$ cat config.mk
export PLATFORM = sky130hd
export DESIGN_NAME = iopms_top
export DESIGN_NICKNAME = d
export VERILOG_FILES = /design/src/verilog/iopms_top.v /design/src/verilog/iopms_pin_sync.v /design/src/verilog/iopms_pin_mux.v
export VERILOG_INCLUDE_DIRS = /design/src /design/src/verilog
export SDC_FILE = /design/constraint.sdc
export NUM_CORES = 1
export LEC_CHECK = 0
export ABC_AREA = 1
export BUFFER_PORTS_ARGS = -buffer_cell sky130_fd_sc_hd__buf_2
export CAP_MARGIN = 20
export CORE_MARGIN = 4
export CORE_UTILIZATION = 25
export CTS_BUF_LIST = sky130_fd_sc_hd__clkbuf_8
export DETAILED_ROUTE_END_ITERATION = 6
export PLACE_DENSITY_LB_ADDON = 0.25
export SLEW_MARGIN = 20
export SYNTH_ARGS = -nofsm -noshare
export SYNTH_HDL_FRONTEND = slang
export SYNTH_SLANG_ARGS = --single-unit
$ cat constraint.sdc
create_clock -name mclk -period 1.49 [get_ports mclk]
set_input_delay 0.298 -clock mclk [delete_from_list [all_inputs] [get_ports mclk]]
set_output_delay 0.298 -clock mclk [all_outputs]
set_load 0.05 [all_outputs]
$ cat src/verilog/iopms_defines.vh
// Constants for the I/O port mode selector: APB register map and field layouts.
// Assumes inclusion by bare name from the design files.
`ifndef IOPMS_DEFINES_VH
`define IOPMS_DEFINES_VH

`define IOPMS_ADDR_W 8
`define IOPMS_DATA_W 32
`define IOPMS_PORT_W 8
`define IOPMS_PORTD_W 3

// Register byte offsets inside the I/O register window
`define IOPMS_OFF_CTRL_A 8'h00
`define IOPMS_OFF_CTRL_B 8'h04
`define IOPMS_OFF_DIR_A 8'h08
`define IOPMS_OFF_DIR_B 8'h0C
`define IOPMS_OFF_DIR_C 8'h10
`define IOPMS_OFF_DIR_D 8'h14
`define IOPMS_OFF_DOUT_A 8'h18
`define IOPMS_OFF_DOUT_B 8'h1C
`define IOPMS_OFF_DOUT_C 8'h20
`define IOPMS_OFF_DOUT_D 8'h24
`define IOPMS_OFF_DIN_A 8'h28
`define IOPMS_OFF_DIN_B 8'h2C
`define IOPMS_OFF_DIN_C 8'h30
`define IOPMS_OFF_DIN_D 8'h34
`define IOPMS_OFF_ENOUT_A 8'h38
`define IOPMS_OFF_ENOUT_B 8'h3C
`define IOPMS_OFF_ENOUT_C 8'h40
`define IOPMS_OFF_ENOUT_D 8'h44
`define IOPMS_OFF_MEMCFG 8'h48

`define IOPMS_MEMCFG_PIO_BIT 7
`define IOPMS_REG_RESET 8'h00
`define IOPMS_PORTD_RESET 3'h0

// Port C scan pins 0,1,5,6 are dedicated; cell group BC reaches pins 2,3,4,7
`define IOPMS_PC_SCAN_MASK 8'h63
`define IOPMS_PC_CELL_MASK 8'h9C

`define IOPMS_SEL_DOUT 2'h0
`define IOPMS_SEL_ADDR 2'h1
`define IOPMS_SEL_CELL 2'h2
`define IOPMS_SEL_BUS 2'h3

`endif

$ cat src/verilog/iopms_top.v
// Notes on behaviour
// - Control bit zero selects microcontroller I/O.
// - Output uses data-out; input read via data-in.
// - Ports C, D: no control, equations enable logic.
// - Logic output tri-stated by term or direction.
// - Address drives by term, or direction and control.
// - Address out on A,B: low a3-a0, high a7-a4.
// - Config bit 7 makes port A bus buffer.
// - Bus buffer tri-stated unless a select asserted.
// - Selects qualified by program-fetch strobe.
// - Driver enable is direction OR product term.
// - Logic modes fixed; others changeable at run time.
// - Port C scan pins dedicated, never driven.
// - Group BC reaches C pins 2,3,4,7 only.
// - Registers mapped in window, ordinary bus cycles.
// - Enable-out registers show current driver state.
//
// Top of the I/O port mode selector: APB register window, four ports.
// Assumes pins arrive asynchronously; logic-array terms arrive on mclk.
//
// The implementer's own choices: the APB interface to the registers and the register addresses.
`timescale 1ns/1ps
`default_nettype none
`include "iopms_defines.vh"
module iopms_top #(
    parameter [7:0] CELL_MASK_A = 8'h00,  // Port A pins under logic equations
    parameter [7:0] CELL_MASK_B = 8'h00,  // Port B pins under logic equations
    parameter [7:0] CELL_MASK_C = 8'h00,  // Port C pins under logic equations
    parameter [2:0] CELL_MASK_D = 3'h0,   // Port D pins under logic equations
    parameter PERIPH_FETCH_QUAL = 1'b1    // Qualify selects by fetch strobe
) (
    input wire mclk,                 // Clock, 40 MHz
    input wire arst_n,               // Async reset, low
    input wire psel,                 // APB select
    input wire penable,              // APB enable
    input wire pwrite,               // APB write
    input wire [7:0] paddr,          // APB byte address
    input wire [31:0] pwdata,        // APB write data
    output wire pready,              // APB ready
    output reg [31:0] prdata,        // APB read data
    output wire pslverr,             // APB error
    input wire [7:0] latchedAddr,    // Latched address a7-a0
    input wire [7:0] mcuDataOut,     // Microcontroller data to peripheral
    output reg [7:0] mcuDataIn,      // Peripheral data to microcontroller
    input wire periph_select_0,      // Peripheral select equation 0
    input wire periph_select_1,      // Peripheral select equation 1
    input wire program_fetch_strobe, // Program fetch strobe, high active
    input wire [7:0] output_cell_group_ab, // Group AB cells to A and B
    input wire [7:0] output_cell_group_bc, // Group BC cells to C
    input wire [2:0] extChipSel,     // External chip-select cells for D
    input wire [7:0] oeTermA,        // Output-enable terms port A
    input wire [7:0] oeTermB,        // Output-enable terms port B
    input wire [7:0] oeTermC,        // Output-enable terms port C
    input wire [2:0] oeTermD,        // Output-enable terms port D
    input wire [7:0] portAIn,        // Port A pin levels
    input wire [7:0] portBIn,        // Port B pin levels
    input wire [7:0] portCIn,        // Port C pin levels
    input wire [2:0] portDIn,        // Port D pin levels
    output wire [7:0] portAOut,      // Port A drive value
    output wire [7:0] portAOe,       // Port A enables
    output wire [7:0] portBOut,      // Port B drive value
    output wire [7:0] portBOe,       // Port B enables
    output wire [7:0] portCOut,      // Port C drive value
    output wire [7:0] portCOe,       // Port C enables
    output wire [2:0] portDOut,      // Port D drive value
    output wire [2:0] portDOe,       // Port D enables
    output wire [7:0] input_cell_ab, // Synchronised port B inputs to cells
    output wire [7:0] input_cell_c   // Synchronised C inputs to cells
);
    // ************************************************
    // Registers
    // ************************************************
    reg [7:0] ctrlA_ff;
    reg [7:0] ctrlB_ff;
    reg [7:0] dirA_ff;
    reg [7:0] dirB_ff;
    reg [7:0] dirC_ff;
    reg [2:0] dirD_ff;
    reg [7:0] doutA_ff;
    reg [7:0] doutB_ff;
    reg [7:0] doutC_ff;
    reg [2:0] doutD_ff;
    reg [7:0] memCfg_ff;
    wire [7:0] syncA;
    wire [7:0] syncB;
    wire [7:0] syncC;
    wire [2:0] syncD;
    wire [7:0] oeA;
    wire [7:0] oeB;
    wire [7:0] oeC;
    wire [7:0] outC;
    wire periphMode;
    wire periphDrive;
    wire wrEn;
    wire rdEn;
    reg addrHit;
    // One write strobe per register
    wire wrCtrlA;
    wire wrCtrlB;
    wire wrDirA;
    wire wrDirB;
    wire wrDirC;
    wire wrDirD;
    wire wrDoutA;
    wire wrDoutB;
    wire wrDoutC;
    wire wrDoutD;
    wire wrMemCfg;

    // single-cycle access
    // No wait states: every register answers in its access cycle
    assign pready = 1'b1;
    assign wrEn = psel & penable & pwrite;
    // Read data loads in the setup cycle so it stands through the access phase
    assign rdEn = psel & ~penable & ~pwrite;
    assign pslverr = psel & penable & ~addrHit;

    function isAddr;
        input [7:0] a;
        input [7:0] off;
        begin
            isAddr = (a == off);
        end
    endfunction

    always @*
    begin
        case (paddr)
            `IOPMS_OFF_CTRL_A, `IOPMS_OFF_CTRL_B, `IOPMS_OFF_DIR_A, `IOPMS_OFF_DIR_B,
            `IOPMS_OFF_DIR_C, `IOPMS_OFF_DIR_D, `IOPMS_OFF_DOUT_A, `IOPMS_OFF_DOUT_B,
            `IOPMS_OFF_DOUT_C, `IOPMS_OFF_DOUT_D, `IOPMS_OFF_DIN_A, `IOPMS_OFF_DIN_B,
            `IOPMS_OFF_DIN_C, `IOPMS_OFF_DIN_D, `IOPMS_OFF_ENOUT_A, `IOPMS_OFF_ENOUT_B,
            `IOPMS_OFF_ENOUT_C, `IOPMS_OFF_ENOUT_D, `IOPMS_OFF_MEMCFG:
                addrHit = 1'b1;
            default:
                addrHit = 1'b0;
        endcase
    end

    // ************************************************
    // Write strobes
    // ************************************************
    assign wrCtrlA = wrEn & isAddr(paddr, `IOPMS_OFF_CTRL_A);
    assign wrCtrlB = wrEn & isAddr(paddr, `IOPMS_OFF_CTRL_B);
    assign wrDirA = wrEn & isAddr(paddr, `IOPMS_OFF_DIR_A);
    assign wrDirB = wrEn & isAddr(paddr, `IOPMS_OFF_DIR_B);
    assign wrDirC = wrEn & isAddr(paddr, `IOPMS_OFF_DIR_C);
    assign wrDirD = wrEn & isAddr(paddr, `IOPMS_OFF_DIR_D);
    assign wrDoutA = wrEn & isAddr(paddr, `IOPMS_OFF_DOUT_A);
    assign wrDoutB = wrEn & isAddr(paddr, `IOPMS_OFF_DOUT_B);
    assign wrDoutC = wrEn & isAddr(paddr, `IOPMS_OFF_DOUT_C);
    assign wrDoutD = wrEn & isAddr(paddr, `IOPMS_OFF_DOUT_D);
    assign wrMemCfg = wrEn & isAddr(paddr, `IOPMS_OFF_MEMCFG);

    always @(posedge mclk or negedge arst_n)
    begin
        if (!arst_n)
        begin
            ctrlA_ff <= `IOPMS_REG_RESET;
            ctrlB_ff <= `IOPMS_REG_RESET;
            dirA_ff <= `IOPMS_REG_RESET;
            dirB_ff <= `IOPMS_REG_RESET;
            dirC_ff <= `IOPMS_REG_RESET;
            dirD_ff <= `IOPMS_PORTD_RESET;
            doutA_ff <= `IOPMS_REG_RESET;
            doutB_ff <= `IOPMS_REG_RESET;
            doutC_ff <= `IOPMS_REG_RESET;
            doutD_ff <= `IOPMS_PORTD_RESET;
            memCfg_ff <= `IOPMS_REG_RESET;
        end
        else
        begin
            if (wrCtrlA)
                ctrlA_ff <= pwdata[7:0];
            if (wrCtrlB)
                ctrlB_ff <= pwdata[7:0];
            if (wrDirA)
                dirA_ff <= pwdata[7:0];
            if (wrDirB)
                dirB_ff <= pwdata[7:0];
            if (wrDirC)
                dirC_ff <= pwdata[7:0];
            if (wrDirD)
                dirD_ff <= pwdata[2:0];
            if (wrDoutA)
                doutA_ff <= pwdata[7:0];
            if (wrDoutB)
                doutB_ff <= pwdata[7:0];
            if (wrDoutC)
                doutC_ff <= pwdata[7:0];
            if (wrDoutD)
                doutD_ff <= pwdata[2:0];
            if (wrMemCfg)
                memCfg_ff <= pwdata[7:0];
        end
    end

    // ************************************************
    // Pin inputs
    // ************************************************
    iopms_pin_sync #(.W(8)) uSyncA (.mclk(mclk), .arst_n(arst_n), .pinIn(portAIn), .pinSync(syncA));
    iopms_pin_sync #(.W(8)) uSyncB (.mclk(mclk), .arst_n(arst_n), .pinIn(portBIn), .pinSync(syncB));
    iopms_pin_sync #(.W(8)) uSyncC (.mclk(mclk), .arst_n(arst_n), .pinIn(portCIn), .pinSync(syncC));
    iopms_pin_sync #(.W(3)) uSyncD (.mclk(mclk), .arst_n(arst_n), .pinIn(portDIn), .pinSync(syncD));

    assign input_cell_ab = syncB;
    // Scan pins belong to the scan logic; the cells never see them
    // scan pins hidden from cells
    assign input_cell_c = syncC & ~`IOPMS_PC_SCAN_MASK;

    // ************************************************
    // Port multiplexers
    // ************************************************
    assign periphMode = memCfg_ff[`IOPMS_MEMCFG_PIO_BIT];
    // With qualification off a data-space window can turn the buffer on
    // fetch-strobe qualification
    assign periphDrive = (periph_select_0 | periph_select_1) & (~PERIPH_FETCH_QUAL | program_fetch_strobe);

    // address a7-a0 on A and B
    iopms_pin_mux uMuxA (
        .dirBits(dirA_ff), .ctrlBits(ctrlA_ff), .doutBits(doutA_ff), .addrBits(latchedAddr),
        .cellBits(output_cell_group_ab), .cellMask(CELL_MASK_A), .oeTerm(oeTermA),
        .busMode(periphMode), .busDrive(periphDrive), .busData(mcuDataOut),
        .blockMask(`IOPMS_REG_RESET), .pinOut(portAOut), .pinOe(oeA));
    // Port B has no peripheral mode, so its bus inputs stay idle
    iopms_pin_mux uMuxB (
        .dirBits(dirB_ff), .ctrlBits(ctrlB_ff), .doutBits(doutB_ff), .addrBits(latchedAddr),
        .cellBits(output_cell_group_ab), .cellMask(CELL_MASK_B), .oeTerm(oeTermB),
        .busMode(1'b0), .busDrive(1'b0), .busData(`IOPMS_REG_RESET),
        .blockMask(`IOPMS_REG_RESET), .pinOut(portBOut), .pinOe(oeB));
    iopms_pin_mux uMuxC (
        .dirBits(dirC_ff), .ctrlBits(`IOPMS_REG_RESET), .doutBits(doutC_ff), .addrBits(`IOPMS_REG_RESET),
        .cellBits(output_cell_group_bc), .cellMask(CELL_MASK_C & `IOPMS_PC_CELL_MASK), .oeTerm(oeTermC),
        .busMode(1'b0), .busDrive(1'b0), .busData(`IOPMS_REG_RESET),
        .blockMask(`IOPMS_PC_SCAN_MASK), .pinOut(outC), .pinOe(oeC));

    assign portAOe = oeA;
    assign portBOe = oeB;
    assign portCOut = outC;
    assign portCOe = oeC;

    genvar g;
    generate
        for (g = 0; g < 3; g = g + 1)
        begin : gPortD
            assign portDOut[g] = CELL_MASK_D[g] ? extChipSel[g] : doutD_ff[g];
            assign portDOe[g] = dirD_ff[g] | oeTermD[g];
        end
    endgenerate

    // ************************************************
    // Read path
    // ************************************************
    // Port A pins to the microcontroller bus, one flop after the filter
    always @(posedge mclk or negedge arst_n)
    begin
        if (!arst_n)
            mcuDataIn <= `IOPMS_REG_RESET;
        else
            mcuDataIn <= syncA;
    end

    always @(posedge mclk or negedge arst_n)
    begin
        if (!arst_n)
            prdata <= 32'h00000000;
        else if (rdEn)
        begin
            case (paddr)
                `IOPMS_OFF_CTRL_A: prdata <= {24'h000000, ctrlA_ff};
                `IOPMS_OFF_CTRL_B: prdata <= {24'h000000, ctrlB_ff};
                `IOPMS_OFF_DIR_A: prdata <= {24'h000000, dirA_ff};
                `IOPMS_OFF_DIR_B: prdata <= {24'h000000, dirB_ff};
                `IOPMS_OFF_DIR_C: prdata <= {24'h000000, dirC_ff};
                `IOPMS_OFF_DIR_D: prdata <= {29'h00000000, dirD_ff};
                `IOPMS_OFF_DOUT_A: prdata <= {24'h000000, doutA_ff};
                `IOPMS_OFF_DOUT_B: prdata <= {24'h000000, doutB_ff};
                `IOPMS_OFF_DOUT_C: prdata <= {24'h000000, doutC_ff};
                `IOPMS_OFF_DOUT_D: prdata <= {29'h00000000, doutD_ff};
                `IOPMS_OFF_DIN_A: prdata <= {24'h000000, syncA};
                `IOPMS_OFF_DIN_B: prdata <= {24'h000000, syncB};
                `IOPMS_OFF_DIN_C: prdata <= {24'h000000, syncC};
                `IOPMS_OFF_DIN_D: prdata <= {29'h00000000, syncD};
                `IOPMS_OFF_ENOUT_A: prdata <= {24'h000000, oeA};
                `IOPMS_OFF_ENOUT_B: prdata <= {24'h000000, oeB};
                `IOPMS_OFF_ENOUT_C: prdata <= {24'h000000, oeC};
                `IOPMS_OFF_ENOUT_D: prdata <= {29'h00000000, portDOe};
                `IOPMS_OFF_MEMCFG: prdata <= {24'h000000, memCfg_ff};
                default: prdata <= 32'h00000000;
            endcase
        end
    end
endmodule
`default_nettype wire

$ cat src/verilog/iopms_pin_sync.v
// Three-flop synchroniser for a vector of pin inputs.
// Assumes pins are asynchronous to mclk; output follows once flops 2 and 3 agree.
`timescale 1ns/1ps
`default_nettype none
module iopms_pin_sync #(
    parameter W = 8
) (
    input wire mclk,           // Clock
    input wire arst_n,         // Async reset, low
    input wire [W-1:0] pinIn,  // Raw pin levels
    output wire [W-1:0] pinSync // Filtered pin levels
);
    reg [W-1:0] s1_ff;
    reg [W-1:0] s2_ff;
    reg [W-1:0] s3_ff;
    reg [W-1:0] out_ff;
    wire [W-1:0] nxt_out;

    genvar g;
    generate
        for (g = 0; g < W; g = g + 1)
        begin : gBit
            // Only accept a change once the two later stages agree
            assign nxt_out[g] = (s2_ff[g] == s3_ff[g]) ? s3_ff[g] : out_ff[g];
        end
    endgenerate

    always @(posedge mclk or negedge arst_n)
    begin
        if (!arst_n)
        begin
            s1_ff <= {W{1'b0}};
            s2_ff <= {W{1'b0}};
            s3_ff <= {W{1'b0}};
            out_ff <= {W{1'b0}};
        end
        else
        begin
            s1_ff <= pinIn;
            s2_ff <= s1_ff;
            s3_ff <= s2_ff;
            out_ff <= nxt_out;
        end
    end

    assign pinSync = out_ff;
endmodule
`default_nettype wire

$ cat src/verilog/iopms_pin_mux.v
// Output multiplexer and driver enable for one 8-bit port.
// Assumes select and data come from registers or configuration on mclk.
`timescale 1ns/1ps
`default_nettype none
`include "iopms_defines.vh"
module iopms_pin_mux (
    input wire [7:0] dirBits,     // Direction register
    input wire [7:0] ctrlBits,    // Control register, zero where none
    input wire [7:0] doutBits,    // Data-out register
    input wire [7:0] addrBits,    // Latched address mapped to pins
    input wire [7:0] cellBits,    // Output cell values
    input wire [7:0] cellMask,    // Pins assigned to logic equations
    input wire [7:0] oeTerm,      // Output-enable product terms
    input wire busMode,           // Peripheral data-bus mode active
    input wire busDrive,          // A peripheral select asserted
    input wire [7:0] busData,     // Bus write data
    input wire [7:0] blockMask,   // Dedicated pins, never driven
    output reg [7:0] pinOut,      // Pin output value
    output reg [7:0] pinOe        // Pin driver enable, high drives
);
    integer i;
    always @*
    begin
        pinOut = 8'h00;
        pinOe = 8'h00;
        for (i = 0; i < 8; i = i + 1)
        begin
            if (blockMask[i])
            begin
                pinOut[i] = 1'b0;
                pinOe[i] = 1'b0;
            end
            else if (busMode)
            begin
                pinOut[i] = busData[i];
                pinOe[i] = busDrive;
            end
            else
            begin
                if (ctrlBits[i])
                    pinOut[i] = addrBits[i];
                else if (cellMask[i])
                    pinOut[i] = cellBits[i];
                else
                    pinOut[i] = doutBits[i];
                pinOe[i] = dirBits[i] | oeTerm[i];
            end
        end
    end
endmodule
`default_nettype wire

==> impl_metrics.ini <==
[status]
status = finished, violations left
violations = negative setup slack

[placement]
dp_hpwl_mm = 21.7
port_buffers = 164
placed_area_um2 = 10400
place.gp.congestion = 0.843
dp_cells = 1536

[yosys]
ys_warn_count = 0
synth_edf_count = 0
synth.area.top_cells = dfrtp_1 59%, nand2_1 12%, buf_4 4.0%
synth_cell_type_count = 34
synth.top_cell.area_share_pct = 58.8
netlist_top_cells_count = 270 x nand2_1, 202 x dfrtp_1, 53 x o21ai_0
avgSynthCellArea_um2 = 9.74
synth_seq_cells = 202
synth_async_sr_flop_share_pct = 100
synth_top_area_cell = dfrtp_1
syn_area_um2 = 8590
seq_area_frac_synth_pct = 58.8
yosys.cell_count.top_type = nand2_1
syn-instance-count = 882
dominantRegCellSynth = dfrtp_1

[finish]
area_growth_pct = 47.0
finalNonFillerCells = 1688
utilization_pct = 37.5
antenna_cells = 0
drive_gt1_share_pct = 38.7
nets = 1356
final_cell_area_um2 = 12600

[hold_path]
hold_end = dirB_ff[3]
min-delay-start = pwdata[3]
hp-class = in -> reg
worstHoldPathCells = 3

[grt]
antenna_found_initial = 0
grt_pass1_vias = 7408
grtUsageTotal_pct = 15.5
grt_pass1_wl_mm = 45.1
grt_max_degree = 50
grt_overflow = 0

[drt]
post_drt_wl_per_cell_um = 17.4
drc = 0
first_pass_iters = 5
ant_nets = 0
wl_mm = 29.4
drt_iter0_markers = 384
viasPerCell = 4.27
num_vias = 7200

[pwr]
p_leak_nw = 6.25
power_density_nw_per_um2 = 1010
max-vdd-ir-drop_uv = 695
power.total_mw = 12.8

[timing]
setup_viol = 42
period_needed_ns = 1.93
drv_slew = 0
rsz0062_at_grt = true
timing.final.crit_share_pct = 129
layout_setup_ws_ns = -0.439
finClkSkew_ns = 0.0201
hold_violations = 0
timing.fmax_mhz = 518
holdWs_ns = 0.159

[floorplanning]
boundaryPins = 249
die_area_um2 = 37400
rows = 67
start_util_pct = 25.5
fp.dieW_um = 193
coreArea_um2 = 33700
die_y_um = 193

[clock_network]
cts_tree = yes
htree_levels = 2
clk_pin_slew_worst_paths_ns = 0.06
clkLatencyLatePin_ns = 0.56
clk_path_buf_depth = 3
cts_buffers = 37
cts_sinks = 202
cts-root-buf = clkbuf_8

[setup_path]
crit_fanout = 6
r2r-start = memCfg_ff[7]
critical_path_class = reg -> out
reg2reg_to = prdata[4]
setup.worst_path.end_class = output port
critPathRequiredTime_ns = 1.19
cp.arrival_ns = 1.63
r2r_slack_ns = -0.06
rr_worst_depth = 11
startpoint_type = flop

[flow_run]
drv_cap = 0
how the worst max path moves through the flow:
stage / start / cells past startpoint / to
6_report: memCfg_ff[7] / 6 / portAOe[2]
5_1_grt: memCfg_ff[7] / 6 / portAOe[0]
4_1_cts: memCfg_ff[7] / 6 / portAOe[2]
3_5_place_dp: paddr[3] / 9 / pslverr
3_3_place_gp: paddr[3] / 9 / pslverr
2_1_floorplan: memCfg_ff[7] / 3 / portAOut[3]
per-stage QoR:
stage | TNS, ns | worst slack [ns]
after global placement | -13.54 | -0.319
final | -9.77 | -0.439
after CTS | -11.32 | -0.480
after floorplan | -0.873 | -0.243
after detailed placement | -14.75 | -0.345
after global routing | -13.30 | -0.522
cells in the final DEF (no fill, tap or decap), drive strengths merged, types with 3 or more instances in the layout:
| cell type | synthesis | routed |
|---|---|---|
| nand4 | 5 | 5 |
| dlygate4sd3 | 0 | 28 |
| a21oi | 11 | 11 |
| clkinv | 1 | 3 |
| conb | 2 | 37 |
| buf | 58 | 294 |
| inv | 41 | 52 |
| or2 | 14 | 14 |
| nand2 | 284 | 284 |
| nor2 | 67 | 67 |
| dfrtp | 202 | 202 |
| maj3 | 27 | 27 |
| o21ai | 99 | 99 |
| clkbuf | 4 | 48 |
| nor3 | 3 | 3 |
| nand3 | 55 | 55 |
power by group:
part | internal [mW] | leakage (nW) | switching [mW]
sequential | 5.73 | 2.54 | 0.155
combinational | 0.643 | 3.32 | 1.17
clock | 2.72 | 0.391 | 2.35
repair_timing:
action	CTS	global route
buffers inserted	44	26
hold buffers	28	0
cloned	0	0
resized for setup	200	42
pin swaps	25	26
endpoints found under the hold margin	211	0
endpoints found under the setup margin	76	61
routing by layer:
layer  GRT usage [%]  share of wire [%]  vias up
li1                -                  -     3469
met1            23.0                 48     3434
met2            22.8                 44      258
met3            3.90                6.8       39
met4            3.28                1.6        0
met5               0                  0        -
critical path: stages, from the launching register on:
cell and delay [ns]:
dfrtp_2 0.47, nand2_2 0.08, inv_2 0.04, nand2_4 0.11, buf_8 0.14, nand2_4 0.08, buf_8 0.16
logic make-up (layout without fill, tap and decap cells):
logic type / after synthesis / in the layout / share of synthesized area, %
flops: 202 / 202 / 58.8
compound gates: 115 / 115 / 7.30
simple gates: 430 / 430 / 23.1
fa+ha+maj: 27 / 27 / 3.15
other cells: 2 / 37 / 0.0874
buf+inv: 104 / 427 / 7.24
mux: 2 / 2 / 0.262
cell type report:
type | instances | area [µm²]
repair buffers | 325 | 2790
well taps | 448 | 561
clock buffers | 45 | 619
fillers | 3460 | 21100
inverters | 42 | 165
flip-flops and latches | 202 | 5060
clock inverters | 15 | 73.8
multi-input cells | 611 | 3360
(Power assumes the default switching activity.)
